==> config.mk <==
export PLATFORM = sky130hd
export DESIGN_NAME = wpm_supervisor
export DESIGN_NICKNAME = d
export VERILOG_FILES = /design/src/wpm_pkg.sv /design/src/wpm_supervisor.sv
export SDC_FILE = /design/constraint.sdc
export NUM_CORES = 1
export LEC_CHECK = 0
export CAP_MARGIN = 20
export CORE_UTILIZATION = 64
export CTS_BUF_LIST = sky130_fd_sc_hd__clkbuf_4
export DETAILED_ROUTE_END_ITERATION = 10
export DONT_BUFFER_PORTS = 1
export GPL_TIMING_DRIVEN = 1
export PLACE_DENSITY = 0.91
export SYNTH_ARGS = -nofsm -noshare
export SYNTH_HDL_FRONTEND = slang
export SYNTH_SLANG_ARGS = --single-unit
==> constraint.sdc <==
create_clock -name mclk -period 2.3 [get_ports mclk]
set_clock_uncertainty 0.05 [all_clocks]
set_input_delay 0.46 -clock mclk [delete_from_list [all_inputs] [get_ports mclk]]
set_output_delay 0.46 -clock mclk [all_outputs]
set_load 0.1 [all_outputs]
==> src/wpm_pkg.sv <==
// Package: register map, field positions, reset values and counts of the supervisor
package wpm_pkg;

   // ************************************************************
   // Register indices (printed offsets) and byte addresses
   // ************************************************************
   localparam logic [7:0]  CLKCTL_IDX  = 8'h8e;
   localparam logic [7:0]  WDCTL_IDX   = 8'hd8;
   localparam logic [7:0]  EXTIE_IDX   = 8'he8;
   localparam logic [7:0]  SVCSTAT_IDX = 8'hf0;
   localparam logic [11:0] CLKCTL_ADDR  = {2'b00, CLKCTL_IDX, 2'b00};
   localparam logic [11:0] WDCTL_ADDR   = {2'b00, WDCTL_IDX, 2'b00};
   localparam logic [11:0] EXTIE_ADDR   = {2'b00, EXTIE_IDX, 2'b00};
   localparam logic [11:0] SVCSTAT_ADDR = {2'b00, SVCSTAT_IDX, 2'b00};

   // ************************************************************
   // Field positions
   // ************************************************************
   localparam int TSEL_HI_BIT  = 7;  // timeout_select_high
   localparam int TSEL_LO_BIT  = 6;  // timeout_select_low
   localparam int SPD_T2_BIT   = 5;
   localparam int SPD_T1_BIT   = 4;
   localparam int SPD_T0_BIT   = 3;
   localparam int PFI_EN_BIT   = 5;
   localparam int PFI_FLAG_BIT = 4;
   localparam int WDI_FLAG_BIT = 3;
   localparam int WDR_FLAG_BIT = 2;
   localparam int WDR_EN_BIT   = 1;
   localparam int WD_RSTRT_BIT = 0;
   localparam int WDI_EN_BIT   = 4;  // In extended_interrupt_enable
   localparam int PIP_BIT      = 7;  // power_fail_in_service

   // ************************************************************
   // Reset values, counts and vectors
   // ************************************************************
   localparam logic [7:0]  CLKCTL_RST     = 8'h00;
   localparam logic [3:0]  DIV_SLOW       = 4'hc;   // 12 clocks per timer cycle
   localparam logic [3:0]  DIV_FAST       = 4'h4;   // 4 clocks per timer cycle
   localparam logic [26:0] WD_PRE_RESET   = 27'h0000200;  // 512 clocks
   localparam logic [2:0]  WD_RST_CYCLES  = 3'h4;
   localparam logic [15:0] PFI_VECTOR     = 16'h0033;
   localparam logic [15:0] WDI_VECTOR     = 16'h006b;
   localparam logic [1:0]  RESP_OKAY      = 2'h0;
   localparam logic [1:0]  RESP_SLVERR    = 2'h2;

   // Watchdog and power-fail control bits held by the block
   typedef struct packed {
      logic pfi_en;
      logic pfi_flag;
      logic wdi_flag;
      logic wdr_flag;
      logic wdr_en;
   } wpm_wdctl_t;

   typedef enum logic [1:0] {PS_HOLD, PS_COUNT, PS_RUN} wpm_por_t;

endpackage

==> src/wpm_supervisor.sv <==
// Supervisor: timer rate control, power-on reset, power-fail interrupt, watchdog
//
// Chosen here: the AXI4-Lite slave port.
`timescale 1ns/1ps

module wpm_supervisor
   import wpm_pkg::*;
#(
   parameter int POR_CLOCKS = 65536,      // Oscillator clocks before reset release
   parameter int WD_TO0     = 131072,     // 2^17
   parameter int WD_TO1     = 1048576,    // 2^20
   parameter int WD_TO2     = 8388608,    // 2^23
   parameter int WD_TO3     = 67108864    // 2^26
) (
   input  wire logic        mclk,             // Crystal clock, 20 MHz
   input  wire logic        sys_rst,          // Synchronous reset, active high
   input  wire logic [11:0] s_axi_awaddr,     // Write address
   input  wire logic        s_axi_awvalid,    // Write address valid
   output      logic        s_axi_awready,    // Write address ready
   input  wire logic [31:0] s_axi_wdata,      // Write data
   input  wire logic [3:0]  s_axi_wstrb,      // Write strobes
   input  wire logic        s_axi_wvalid,     // Write data valid
   output      logic        s_axi_wready,     // Write data ready
   output      logic [1:0]  s_axi_bresp,      // Write response
   output      logic        s_axi_bvalid,     // Write response valid
   input  wire logic        s_axi_bready,     // Write response ready
   input  wire logic [11:0] s_axi_araddr,     // Read address
   input  wire logic        s_axi_arvalid,    // Read address valid
   output      logic        s_axi_arready,    // Read address ready
   output      logic [31:0] s_axi_rdata,      // Read data
   output      logic [1:0]  s_axi_rresp,      // Read response
   output      logic        s_axi_rvalid,     // Read data valid
   input  wire logic        s_axi_rready,     // Read data ready
   input  wire logic        vcc_below_rst,    // Monitor: below reset_supply_threshold
   input  wire logic        vcc_below_warn,   // Monitor: below warning_supply_threshold
   input  wire logic        ta_unlock,        // Timed-access open for this cycle
   input  wire logic        irq_ack,          // Core takes the offered interrupt
   input  wire logic        pfi_done,         // Core returns from power-fail service
   input  wire logic        ext_irq_req,      // Lower-priority interrupt request
   input  wire logic [15:0] ext_irq_vec,      // Vector of that request
   output      logic        osc_en,           // Crystal oscillator enable
   output      logic        cpu_rst,          // Reset to the processor core
   output      logic [2:0]  tmr_tick,         // Count enables for timers 2..0
   output      logic        baud_tick,        // Serial baud generator enable
   output      logic        irq_req,          // Interrupt request to core
   output      logic [15:0] irq_vec,          // Vector of the winning request
   output      logic        cpu_wake          // Wake from power-saving mode
);

   // ************************************************************
   // Declarations
   // ************************************************************
   localparam int PW = $clog2(POR_CLOCKS + 1);

   wpm_por_t    por_state, next_por_state;
   logic [PW-1:0] por_cnt;
   logic [7:0]  clk_ctl, rd_byte;
   wpm_wdctl_t  wd_ctl;
   logic        por_active, wdi_en, pf_in_service;
   logic [26:0] wd_cnt, wd_int_to, wd_rst_to;
   logic        wd_hit_int, wd_hit_rst, wd_restart, wd_fire;
   logic [2:0]  wd_rst_len, spd_sel, next_tick;
   logic [3:0]  div_slow, div_fast;
   logic        slow_en, fast_en, rd_take, rd_hit;
   logic        wr_take, wr_lane0, wr_clkctl, wr_wdctl, wr_extie, wr_hit;
   logic        pfi_pend, wdi_pend, next_irq_req;
   logic [15:0] next_irq_vec;
   logic [9:0]  int_age;

   // ************************************************************
   // Power-on and brown-out reset sequencer
   // ************************************************************
   // Any dip below the reset threshold restarts the whole count
   always_comb begin
      next_por_state = por_state;
      case (por_state)
         PS_HOLD:  if (!vcc_below_rst) next_por_state = PS_COUNT;
         PS_COUNT: if (por_cnt == PW'(POR_CLOCKS - 1)) next_por_state = PS_RUN;
         PS_RUN:   next_por_state = PS_RUN;
         default:  next_por_state = PS_HOLD;
      endcase
      if (vcc_below_rst) begin
         next_por_state = PS_HOLD;
      end
   end

   always_ff @(posedge mclk) begin
      if (sys_rst) begin
         por_state <= PS_HOLD;
         por_cnt   <= '0;
      end else begin
         por_state <= next_por_state;
         por_cnt   <= (por_state == PS_COUNT) ? por_cnt + 1'b1 : '0;
      end
   end

   assign por_active = (por_state != PS_RUN);

   // Core reset covers the power sequence and a short watchdog pulse
   always_ff @(posedge mclk) begin
      if (sys_rst) begin
         osc_en  <= 1'b0;
         cpu_rst <= 1'b1;
      end else begin
         osc_en  <= (next_por_state != PS_HOLD);
         cpu_rst <= (next_por_state != PS_RUN) || wd_fire || (wd_rst_len != 3'h0);
      end
   end

   // ************************************************************
   // Timer and baud rate dividers
   // ************************************************************
   // Both dividers run off every crystal clock; selection is per timer
   always_ff @(posedge mclk) begin
      if (sys_rst || por_active) begin
         div_slow <= 4'h0;
         div_fast <= 4'h0;
      end else begin
         div_slow <= slow_en ? 4'h0 : div_slow + 4'h1;
         div_fast <= fast_en ? 4'h0 : div_fast + 4'h1;
      end
   end

   assign slow_en = (div_slow == DIV_SLOW - 4'h1);
   assign fast_en = (div_fast == DIV_FAST - 4'h1);
   assign spd_sel = {clk_ctl[SPD_T2_BIT], clk_ctl[SPD_T1_BIT], clk_ctl[SPD_T0_BIT]};

   // Each timer chooses its own rate independently
   generate
      for (genvar t = 0; t < 3; t++) begin : g_tick
         assign next_tick[t] = spd_sel[t] ? fast_en : slow_en;
      end
   endgenerate

   // Baud generator stays at the twelve-clock rate
   always_ff @(posedge mclk) begin
      if (sys_rst) begin
         tmr_tick  <= 3'h0;
         baud_tick <= 1'b0;
      end else begin
         tmr_tick  <= next_tick;
         baud_tick <= slow_en;
      end
   end

   // ************************************************************
   // Watchdog counter
   // ************************************************************
   // Widths are fixed at 27 bits so the longest reset timeout fits
   always_comb begin
      case ({clk_ctl[TSEL_HI_BIT], clk_ctl[TSEL_LO_BIT]})
         2'b00:   wd_int_to = 27'(WD_TO0);
         2'b01:   wd_int_to = 27'(WD_TO1);
         2'b10:   wd_int_to = 27'(WD_TO2);
         2'b11:   wd_int_to = 27'(WD_TO3);
         default: wd_int_to = 27'(WD_TO0);
      endcase
   end

   assign wd_rst_to  = wd_int_to + WD_PRE_RESET;
   assign wd_hit_int = (wd_cnt == wd_int_to - 27'h1);
   assign wd_hit_rst = (wd_cnt == wd_rst_to - 27'h1);
   assign wd_restart = wr_wdctl && ta_unlock && s_axi_wdata[WD_RSTRT_BIT];
   assign wd_fire    = wd_hit_rst && wd_ctl.wdr_en && !wd_restart;

   // Counts every crystal clock; wraps at the reset timeout as a time base
   always_ff @(posedge mclk) begin
      if (sys_rst || por_active || wd_restart || wd_hit_rst) begin
         wd_cnt <= 27'h0;
      end else begin
         wd_cnt <= wd_cnt + 27'h1;
      end
   end

   // Stretch a watchdog reset so the core sees a clean pulse
   always_ff @(posedge mclk) begin
      if (sys_rst) begin
         wd_rst_len <= 3'h0;
      end else if (wd_fire) begin
         wd_rst_len <= WD_RST_CYCLES - 3'h1;
      end else if (wd_rst_len != 3'h0) begin
         wd_rst_len <= wd_rst_len - 3'h1;
      end
   end

   // ************************************************************
   // AXI4-Lite slave
   // ************************************************************
   // Only byte lane 0 carries register data; 32-bit words, upper bits read zero
   assign wr_take   = s_axi_awvalid && s_axi_awready && s_axi_wvalid && s_axi_wready;
   assign wr_lane0  = wr_take && s_axi_wstrb[0];
   assign wr_clkctl = wr_lane0 && (s_axi_awaddr == CLKCTL_ADDR);
   assign wr_wdctl  = wr_lane0 && (s_axi_awaddr == WDCTL_ADDR);
   assign wr_extie  = wr_lane0 && (s_axi_awaddr == EXTIE_ADDR);
   assign wr_hit    = (s_axi_awaddr == CLKCTL_ADDR) || (s_axi_awaddr == WDCTL_ADDR) ||
                      (s_axi_awaddr == EXTIE_ADDR) || (s_axi_awaddr == SVCSTAT_ADDR);
   assign rd_take   = s_axi_arvalid && s_axi_arready;
   assign rd_hit    = (s_axi_araddr == CLKCTL_ADDR) || (s_axi_araddr == WDCTL_ADDR) ||
                      (s_axi_araddr == EXTIE_ADDR) || (s_axi_araddr == SVCSTAT_ADDR);

   // Read mux; the restart bit always reads zero
   always_comb begin
      rd_byte = 8'h00;
      case (s_axi_araddr)
         CLKCTL_ADDR:  rd_byte = clk_ctl;
         WDCTL_ADDR:   rd_byte = {2'b00, wd_ctl, 1'b0};
         EXTIE_ADDR:   rd_byte = 8'(wdi_en) << WDI_EN_BIT;
         SVCSTAT_ADDR: rd_byte = 8'(pf_in_service) << PIP_BIT;
         default:      rd_byte = 8'h00;
      endcase
   end

   // Address and data are taken together, one write outstanding
   always_ff @(posedge mclk) begin
      if (sys_rst) begin
         s_axi_awready <= 1'b0;
         s_axi_wready  <= 1'b0;
         s_axi_bvalid  <= 1'b0;
         s_axi_bresp   <= RESP_OKAY;
      end else begin
         s_axi_awready <= s_axi_awvalid && s_axi_wvalid && !s_axi_awready && !s_axi_bvalid;
         s_axi_wready  <= s_axi_awvalid && s_axi_wvalid && !s_axi_awready && !s_axi_bvalid;
         if (wr_take) begin
            s_axi_bvalid <= 1'b1;
            s_axi_bresp  <= wr_hit ? RESP_OKAY : RESP_SLVERR;
         end else if (s_axi_bready) begin
            s_axi_bvalid <= 1'b0;
         end
      end
   end

   // One read outstanding; unmapped reads return zero with an error
   always_ff @(posedge mclk) begin
      if (sys_rst) begin
         s_axi_arready <= 1'b0;
         s_axi_rvalid  <= 1'b0;
         s_axi_rdata   <= 32'h0;
         s_axi_rresp   <= RESP_OKAY;
      end else begin
         s_axi_arready <= s_axi_arvalid && !s_axi_arready && !s_axi_rvalid;
         if (rd_take) begin
            s_axi_rvalid <= 1'b1;
            s_axi_rdata  <= {24'h0, rd_byte};
            s_axi_rresp  <= rd_hit ? RESP_OKAY : RESP_SLVERR;
         end else if (s_axi_rready) begin
            s_axi_rvalid <= 1'b0;
         end
      end
   end

   // ************************************************************
   // Control registers
   // ************************************************************
   // Power sequence clears controls; sticky flags survive for software
   always_ff @(posedge mclk) begin
      if (sys_rst || por_active) begin
         clk_ctl       <= CLKCTL_RST;
         wd_ctl.pfi_en <= 1'b0;
         wd_ctl.wdr_en <= 1'b0;
         wdi_en        <= 1'b0;
      end else begin
         if (wr_clkctl) begin
            clk_ctl <= {s_axi_wdata[7:3], 3'b000};
         end
         if (wr_wdctl) begin
            wd_ctl.pfi_en <= s_axi_wdata[PFI_EN_BIT];
         end
         if (wr_wdctl && ta_unlock) begin
            wd_ctl.wdr_en <= s_axi_wdata[WDR_EN_BIT];
         end
         if (wr_extie) begin
            wdi_en <= s_axi_wdata[WDI_EN_BIT];
         end
      end
      // Sticky flags: hardware set beats a same-cycle software clear
      if (sys_rst) begin
         wd_ctl.pfi_flag <= 1'b0;
         wd_ctl.wdi_flag <= 1'b0;
         wd_ctl.wdr_flag <= 1'b0;
      end else begin
         if (vcc_below_warn) begin
            wd_ctl.pfi_flag <= 1'b1;
         end else if (wr_wdctl && !s_axi_wdata[PFI_FLAG_BIT]) begin
            wd_ctl.pfi_flag <= 1'b0;
         end
         if (wd_hit_int && !wd_restart && !por_active) begin
            wd_ctl.wdi_flag <= 1'b1;
         end else if (wr_wdctl && !s_axi_wdata[WDI_FLAG_BIT]) begin
            wd_ctl.wdi_flag <= 1'b0;
         end
         if (wd_fire && !por_active) begin
            wd_ctl.wdr_flag <= 1'b1;
         end else if (wr_wdctl && !s_axi_wdata[WDR_FLAG_BIT]) begin
            wd_ctl.wdr_flag <= 1'b0;
         end
      end
   end

   // ************************************************************
   // Interrupt arbitration
   // ************************************************************
   // Power-fail is held off while its own service runs
   assign pfi_pend = wd_ctl.pfi_en && wd_ctl.pfi_flag && !pf_in_service;
   assign wdi_pend = wdi_en && wd_ctl.wdi_flag;
   assign next_irq_req = !por_active && (pfi_pend || wdi_pend || ext_irq_req);
   assign next_irq_vec = pfi_pend ? PFI_VECTOR :
                         wdi_pend ? WDI_VECTOR : ext_irq_vec;

   always_ff @(posedge mclk) begin
      if (sys_rst) begin
         irq_req       <= 1'b0;
         irq_vec       <= 16'h0;
         cpu_wake      <= 1'b0;
         pf_in_service <= 1'b0;
      end else begin
         irq_req  <= next_irq_req;
         irq_vec  <= next_irq_vec;
         cpu_wake <= wdi_pend && !por_active;
         if (por_active) begin
            pf_in_service <= 1'b0;
         end else if (irq_ack && irq_req && irq_vec == PFI_VECTOR) begin
            pf_in_service <= 1'b1;
         end else if (pfi_done) begin
            pf_in_service <= 1'b0;
         end
      end
   end

   // ************************************************************
   // Checks
   // ************************************************************
   // Cycles since the interrupt timeout, for the pre-reset gap check
   always_ff @(posedge mclk) begin
      if (sys_rst || wd_restart || (wd_hit_int && !por_active)) begin
         int_age <= 10'h0;
      end else if (int_age != 10'h3ff) begin
         int_age <= int_age + 10'h1;
      end
   end
endmodule

# Yosys cells after proc, flatten, opt, wreduce, memory -nomap -nowiden
# Index checks and enable logic that the tools add are counted.
# word_totals
elab_cells	158
input_bits	89
register_bits	109
out_inout_bits	65
# classes
n_eq_ne	21
bitwise_logic	1
n_mux	26
addsub	8
reduce_logical	71
# op_table
operator	count
case mux 27 bit (4 select lines)	1
equality test 12 x 10 -> 1 bit (second input constant)	8
equality test 27 bit	2
subtractor 27 x 1 -> 27 bit (second input constant)	2
case mux 8 bit (4 select lines)	1
logical AND 1 bit	30
adder 27 x 1 -> 27 bit (second input constant)	1
adder 27 x 10 -> 27 bit (second input constant)	1
adder 17 x 1 -> 17 bit (second input constant)	1
equality test 17 x 16 -> 1 bit (second input constant)	1
equality test 16 x 6 -> 1 bit (second input constant)	1
nonzero test 2 bit	8
two-way mux 1 bit	15
logical OR 1 bit	13
two-way mux 2 bit	6
OR reduction 2 bit	6
zero test 1 bit	10
adder 4 x 1 -> 4 bit (second input constant)	2
two-way mux 7 bit	1
equality test 2 bit (second input constant)	3
two-way mux 6 bit	1
case mux 2 bit (3 select lines)	1
equality test 2 x 1 -> 1 bit (second input constant)	2
equality test 4 x 2 -> 1 bit (second input constant)	1
other kinds (7)	9

# Longest topological paths before layout
# Gate-level depths: netlist of run 1.
# logic_depth
word_depth	11
depth_mapped	8
ltp_nobuf	7

# Least setup slack after synthesis of run 1
# No wires, ideal clock.
# synth_path
kind	register to register
startpoint	register s_axi_wready
endpoint	register cpu_rst
setup_ns	0.134
arrival_time_ns	2.135
slack_ns	-0.019
stages_incl_launch_ff	6
required_ns	2.116
path_cell_list	dfxtp_1 > and4_1 > and4_1 > nand3_1 > o2111ai_1 > nand4b_1
# synth_between
elab_chain_len	11
# synth_rtl
item	line	source
start, declared	wpm_supervisor.sv:23	output logic s_axi_wready,
start signal, assigned	wpm_supervisor.sv:222	s_axi_wready <= s_axi_awvalid && s_axi_wvalid && !s_axi_awready && !s_axi_bvalid;
logical AND 1 bit (2 in series)	--	
logical AND 1 bit (*)	wpm_supervisor.sv:190	assign wr_take = s_axi_awvalid && s_axi_awready && s_axi_wvalid && s_axi_wready;
logical AND 1 bit (*)	wpm_supervisor.sv:191	assign wr_lane0 = wr_take && s_axi_wstrb[0];
logical AND 1 bit (*)	wpm_supervisor.sv:193	assign wr_wdctl = wr_lane0 && (s_axi_awaddr == WDCTL_ADDR);
logical AND 1 bit (*) (2 in series)	wpm_supervisor.sv:163	assign wd_restart = wr_wdctl && ta_unlock && s_axi_wdata[WD_RSTRT_BIT];
zero test 1 bit (*)	wpm_supervisor.sv:164	assign wd_fire = wd_hit_rst && wd_ctl.wdr_en && !wd_restart;
logical AND 1 bit (*)	wpm_supervisor.sv:164	
logical OR 1 bit (*) (2 in series)	wpm_supervisor.sv:106	cpu_rst <= (next_por_state != PS_RUN) || wd_fire || (wd_rst_len != 3'h0);
end signal, assigned	wpm_supervisor.sv:106	
end, declared	wpm_supervisor.sv:42	output logic cpu_rst,
# Every way passes the cells marked *; elsewhere a longest branch is shown, timed or not.
# A chain may end at the register's enable or synchronous reset.

# Worst setup path in the final report of run 1
# layout_path
startpoint	register clk_ctl[6]
endpoint	register wd_ctl[2] in the netlist's numbering
# layout_between
elab_chain_len	7
word_cells_on_any_way	11
# layout_rtl
item	line	source
start, declared	wpm_supervisor.sv:57	logic [7:0] clk_ctl, rd_byte;
start signal, assigned	wpm_supervisor.sv:263	clk_ctl <= {s_axi_wdata[7:3], 3'b000};
equality test 2 bit, or another cell as far along	wpm_supervisor.sv:151	case ({clk_ctl[TSEL_HI_BIT], clk_ctl[TSEL_LO_BIT]})
case mux 27 bit (4 select lines) (*)	wpm_supervisor.sv:151	
subtractor 27 x 1 -> 27 bit (*)	wpm_supervisor.sv:161	assign wd_hit_int = (wd_cnt == wd_int_to - 27'h1);
equality test 27 bit (*)	wpm_supervisor.sv:161	
logical AND 1 bit (*) (2 in series)	wpm_supervisor.sv:286	if (wd_hit_int && !wd_restart && !por_active) begin
two-way mux 1 bit or nonzero test 2 bit (tied branches)	--	
end, declared	wpm_supervisor.sv:58	wpm_wdctl_t wd_ctl;
# Every way passes the cells marked *; elsewhere a longest branch is shown, timed or not. The select of a mux whose other input is x is not followed.

==> results of run 1 <==
## worst paths after layout
kind	from	end	slack, ps	cells after the start
hold / removal	vcc_below_rst	por_state[0]$_SDFF_PP0_	20	1
setup / recovery	clk_ctl[6]$_SDFFE_PP0P_	wd_ctl[2]$_SDFFE_PP0P_	250	6
hold reg to reg	div_slow[0]$_SDFF_PP0_	div_slow[0]$_SDFF_PP0_	420	1
setup reg to reg	clk_ctl[6]$_SDFFE_PP0P_	wd_ctl[2]$_SDFFE_PP0P_	250	6
## cells in the mapped netlist (2+ instances only)
cell type  count  area share
clkbuf_1      12      0.0095
a211oi_1       7       0.011
a31oi_1        2      0.0026
nand4_1       15       0.020
nor2_1        93       0.074
nor3b_1        4      0.0064
nand3_1       35       0.037
mux2i_1       10       0.021
ha_1           8       0.021
nor4_1         7      0.0093
nand3b_1       2      0.0032
dfxtp_1      106        0.45
nor3_1        14       0.015
o21ai_1        2      0.0021
and2_1        16       0.021
nand2_1       25       0.020
o21ai_0        6      0.0064
xor2_1        28       0.052
buf_4         28       0.044
a2111oi_0      2      0.0037
and4_1         6       0.011
nor2b_1        5      0.0066
nand4b_1       3      0.0056
a21oi_1       18       0.019
buf_2          3      0.0032
nand2b_1       7      0.0093
xnor2_1       19       0.035
a221oi_1       2      0.0037
nor4bb_1       3      0.0064
nor4b_1        3      0.0056
inv_1          9      0.0071
and3_1        11       0.015
## stage by stage
| step | power (uW) | setup slack [ps] | util | instances | instance area [sq um] |
|---|---|---|---|---|---|
| finish | 3343 | 249.9 | 0.7335 | 671 | 5121 |
| global route | 3465 | 106.8 | 0.7335 | 671 | 5121 |
| CTS | 3355 | 258.6 | 0.7321 | 670 | 5111 |
| detailed placement | 2535 | 152.9 | 0.7127 | 652 | 4976 |
| global placement | 2518 | 201.3 | 0.7127 | 652 | 4976 |
| floorplan | 2513 | 344.6 | - | 560 | 4827 |
## sequential cells by signal, indices dropped and copies added (netlist names), 3 cells and up
name         flops
tmr_tick         3
wd_ctl           5
wd_rst_len       3
s_axi_rdata      7
clk_ctl          5
por_cnt         17
div_fast         4
div_slow         4
wd_cnt          27
irq_vec         16
## kinds of logic (layout without fill, tap and decap cells)
group                    after synthesis  in the layout  share of synthesized area
buffers and inverters                 54             69                    0.06615
AND/OR/NAND/NOR                      260            260                     0.2906
multiplexers                          10             10                    0.02117
XOR/XNOR                              47             47                    0.08706
other                                  1             27                  0.0007931
flip-flops                           106            106                     0.4488
AO/OA/AOI/OAI                         48             48                    0.06431
adder cells (fa/ha/maj)                8              8                    0.02117
## report_power, final
part           switching, uW  internal [uW]  total [uW]
logic                    475            123         598
clock network            590            241         830
registers               28.8           1890        1910
total                   1090           2250        3340
## cell usage in the layout, fill, tap and decap left out, types with 3 or more instances in the layout
cell type | Yosys | final
conb_1 | 1 | 27
nand2b_1 | 7 | 7
buf_4 | 28 | 41
o21ai_0 | 6 | 6
and2_1 | 16 | 16
nand4b_1 | 3 | 3
inv_1 | 9 | 9
and3_1 | 11 | 11
nor4b_1 | 3 | 3
mux2i_1 | 10 | 10
clkinv_1 | 0 | 3
nor2b_1 | 5 | 5
nand4_1 | 15 | 15
nand3_1 | 35 | 35
nor2_1 | 93 | 93
a211oi_1 | 7 | 7
ha_1 | 8 | 8
nor3b_1 | 4 | 4
nor3_1 | 14 | 14
dfxtp_1 | 106 | 105
nor4bb_1 | 3 | 3
a21oi_1 | 18 | 18
clkbuf_4 | 0 | 10
nor4_1 | 7 | 7
xor2_1 | 28 | 28
and4_1 | 6 | 6
xnor2_1 | 19 | 19
nand2_1 | 25 | 25
dlygate4sd3_1 | 0 | 3
## repair_timing
item	CTS	global route
buffers inserted	0	0
endpoints found under the hold margin	26	2
resized for setup	0	0
hold buffers	2	1
## critical path, delay by kind of cell (launching register included)
family | cells | cell delay (ps)
simple gates | 3 | 760
compound gates | 2 | 540
fa+ha+maj | 1 | 210
flops | 1 | 430
## area by class of cell
cell class,instances,area share
inverters,9,0.006597
well taps,96,0.02345
clock inverters,6,0.007818
clock buffers,10,0.01466
repair buffers,44,0.06597
multi-input cells,400,0.4669
flip-flops and latches,106,0.4146
## routing by layer
| metal | share of wire | vias to the layer above |
|---|---|---|
| met4 | 0.024 | 0 |
| met5 | 0 | - |
| met2 | 0.51 | 138 |
| met1 | 0.39 | 1816 |
| li1 | - | 1868 |
| met3 | 0.067 | 23 |
==> out/metrics.yaml, run 1 <==
cts_tree: "yes"
worst_setup_path_start_kind: "flip-flop"
ys_types: 55
synth_seq_cells: 106
antenna_found_initial: 0
hold_viol_final: 0
synth_area_sq_um: 4728
grt_use_total: 0.2742
tns_ps: 0
fp.dieW_microns: 87.96
h-tree-depth: 3
critPathMaxStageDelay_ps: 430
grt_pass1_wl_mm: 16.24
clkTransAtPathRegs_ps: 160
core_area_sq_um: 6982
vias_per_cell: 5.730
period_share: 0.8913
routed_wl_mm: 10.37
drive_above_1_share: 0.1078
syn2layout_area_growth_pct: 8.309
async_flop_share: 0
rsz0062_at_grt: "false"
cts-buffers-inserted: 9
final.fill_count: 495
netlist_instances: 534
initial_core_util: 0.6772
cts_max_path_buffers: 2
io_pins: 154
ys.flop_type: "dfxtp_1"
setup_viol: 0
maxCapViolations: 0
timing.fmax_mhz: 487.8
path_class: "reg -> reg"
busiest_layer: "met2"
seq_area_sq_um: 2123
fin_nets: 667
antenna_left: 0
slew_headroom: 0.3130
crit_path_cell_trace: "or2_1 -> ha_1 -> or3_1 -> a2111oi_0 -> nand4_1 -> o21ai_1"
dp_hpwl_mm: 7.831
grtUsageMet2: 0.4813
grt_pass1_vias: 3546
placementRows: 30
diodes: 0
syn_avg_cell_area_sq_um: 8.854
p_leak_uw: 0.001904
peakVddDrop_mv: 0.5686
die_h_microns: 87.96
synth-warning-count: 0
insertion_delay_ps: 460
wl_per_cell_microns: 15.45
critical_path_peak_fanout: 11
vias: 3845
gr-usage-met3: 0.05278
design.die.area_sq_um: 7736
multi_input_area_sq_um: 2391
place_congestion: 0.8597
cts_root_buf: "clkbuf_4"
grt_max_degree: 27
finalHoldWorstSlack_ps: 16.96
slew_viol_final: 0
status: "finished clean"
finalCriticalPeriod_ps: 2050
synth_edf_count: 0
initialDrtViolationCount: 343
worst_ep_arrival_time_ps: 2390
drc: 0
grt_util_met1: 0.3300
cp_slowest_cell: "dfxtp_1"
clock_sinks: 106
io_buffers: 0
drtPass1Iterations: 5
worstMarginPinSlew_ps: 1027
crit_required_ps: 2640
cp-end-kind: "flip-flop"
grt_overflow: 0
hold_path_class: "in -> reg"
seq_area_frac_synth: 0.4488
p_per_area_nw_per_um2: 652.8
Power figures use the tool's default switching activity.
==> run 2, diff against run 1 <==
Settings changed: CORE_UTILIZATION 64 to 63, CTS_BUF_LIST sky130_fd_sc_hd__clkbuf_4 to unset, PLACE_DENSITY 0.91 to 0.9.
==> out/metrics.yaml, run 2 (synthesis results as in run 1) <==
peakVddDrop_mv: 0.3160  # was 0.5686 mV
crit_path_cell_trace: "or2_1 -> ha_1 -> or3_1 -> a2111oi_0 -> nand4_1 -> o21ai_1"  # unchanged
grt_max_degree: 37  # was 27
swShare: 0.3203  # was 0.3272
cp_slowest_cell: "a2111oi_0"  # was dfxtp_1
timing.fmax_mhz: 482.3  # was 487.8 MHz
h-tree-depth: 3  # unchanged
cts_resized: 0  # unchanged
grt_overflow: 0  # unchanged
clkTransAtPathRegs_ps: 110  # was 160 ps
final_cell_mix: "dfxtp_1, nor2_1, buf_4"  # unchanged
largestRegisters: "wd_cnt: 27 flops, por_cnt: 17 flops, irq_vec: 16 flops"  # unchanged
hold_path_class: "in -> reg"  # unchanged
period_share: 0.9015  # was 0.8913
maxCapViolations: 0  # unchanged
design.die.area_sq_um: 7855  # was 7736 sq um
grt_use_total: 0.2776  # was 0.2742
vias: 3925  # was 3845
status: "finished clean"  # unchanged
core_area_sq_um: 7253  # was 6982 sq um
diodes: 0  # unchanged
crit_required_ps: 2550  # was 2640 ps
routed_wl_mm: 10.52  # was 10.37 mm
regMostFlops: "wd_cnt"  # unchanged
seqPwrFrac: 0.530  # was 0.573
io_pins: 154  # unchanged
finalHoldWorstSlack_ps: 88.63  # was 16.96 ps
grt_pass1_vias: 3596  # was 3546
placementRows: 31  # was 30
worst_setup_path_start_kind: "flip-flop"  # unchanged
p_int_uw: 2450  # was 2249 uW
initialDrtViolationCount: 255  # was 343
syn2layout_area_growth_pct: 9.685  # was 8.309%
hold_buffers: 0  # was 2
rsz0062_at_grt: "false"  # unchanged
place_congestion: 0.9376  # was 0.8597
power.total_uw: 3604  # was 3343 uW
io_buffers: 0  # unchanged
die_h_microns: 88.63  # was 87.96 microns
path_class: "reg -> reg"  # unchanged
hold_viol_final: 0  # unchanged
post-cts-setup-buffer-count: 0  # unchanged
antenna_left: 0  # unchanged
insertion_delay_ps: 370  # was 460 ps
largest_register_ffs: 27  # unchanged
cts_max_path_buffers: 2  # unchanged
final_common_cell: "dfxtp_1"  # unchanged
cts_root_buf: "clkbuf_8"  # was clkbuf_4
switchingPower_uw: 1154  # was 1094 uW
critical_path_peak_fanout: 4  # was 11
slew_headroom: 0.4257  # was 0.3130
antenna_found_initial: 0  # unchanged
power.share.clock: 0.308  # was 0.248
critPathMaxStageDelay_ps: 500  # was 430 ps
dp_hpwl_mm: 7.699  # was 7.831 mm
cp-end-kind: "flip-flop"  # unchanged
setup_slack_ps: 226.6  # was 249.9 ps
setup_viol: 0  # unchanged
rr_worst_depth: 6  # unchanged
wl_per_cell_microns: 15.65  # was 15.45 microns
worstMarginPinSlew_ps: 852.5  # was 1027 ps
dp_slack_ps: 173.3  # was 152.9 ps
p_per_area_nw_per_um2: 695.0  # was 652.8 nW/um^2
cts_tree: "yes"  # unchanged
worstHoldPathCells: 1  # unchanged
initial_core_util: 0.6519  # was 0.6772
drive_above_1_share: 0.1152  # was 0.1078
worst_ep_arrival_time_ps: 2330  # was 2390 ps
fin_nets: 665  # was 667
vias_per_cell: 5.841  # was 5.730
finalCriticalPeriod_ps: 2073  # was 2050 ps
slew_viol_final: 0  # unchanged
grt_pass1_wl_mm: 16.62  # was 16.24 mm
drtPass1Iterations: 5  # unchanged
cts-buffers-inserted: 9  # unchanged
clock_sinks: 106  # unchanged
drc: 0  # unchanged
fp.dieW_microns: 88.63  # was 87.96 microns
p_comb_frac: 0.162  # was 0.179
p_leak_uw: 0.001929  # was 0.001904 uW
tns_ps: 0  # unchanged
-- run 2: through the flow --
step / std cells / cell area, sq um / utilization
after floorplan: 560 / 4827 / -
after global placement: 656 / 4987 / 0.6876
after detailed placement: 656 / 4987 / 0.6876
after CTS: 672 / 5186 / 0.7150
after global routing: 672 / 5186 / 0.7150
final: 672 / 5186 / 0.7150
-- run 2: path summary, 6_finish.rpt --
path                            endpoint  slack (ps)               startpoint
setup / recovery  wd_ctl[2]$_SDFFE_PP0P_         230  clk_ctl[7]$_SDFFE_PP0P_
setup reg to reg  wd_ctl[2]$_SDFFE_PP0P_         230  clk_ctl[7]$_SDFFE_PP0P_
hold / removal         osc_en$_SDFF_PP0_          90            vcc_below_rst
hold reg to reg   div_slow[0]$_SDFF_PP0_         420   div_slow[0]$_SDFF_PP0_
-- run 2: power groups by stage --
stage	combinational (uW)	sequential [uW]	clock, uW
4_1_cts	585	1910	1130
5_1_grt	617	1920	1210
6_report	585	1910	1110
2_1_floorplan	403	2110	0
3_5_place_dp	582	1950	0
3_3_place_gp	568	1950	0
-- run 2: layer usage --
metal / vias up / wire length [microns] / track usage
met5: - / 0 / 0
met4: 0 / 353 / 0.1202
li1: 1854 / - / -
met1: 1847 / 4056 / 0.3243
met3: 36 / 743 / 0.05877
met2: 188 / 5364 / 0.4909
-- run 2: layout make-up --
cell class	count	area, sq um
sequential	106	2123
multi-input combinational	400	2391
clock inverter	6	61.31
tap	99	123.9
inverter	9	33.78
fill	504	2067
clock buffer	10	137.6
timing repair buffer	42	315.3
-- run 2: worst max-delay path: cells and delay by family (launching register included) --
kind,cells,cell delay (ps)
compound gates,2,660
fa+ha+maj,1,210
flops,1,340
simple gates,3,750
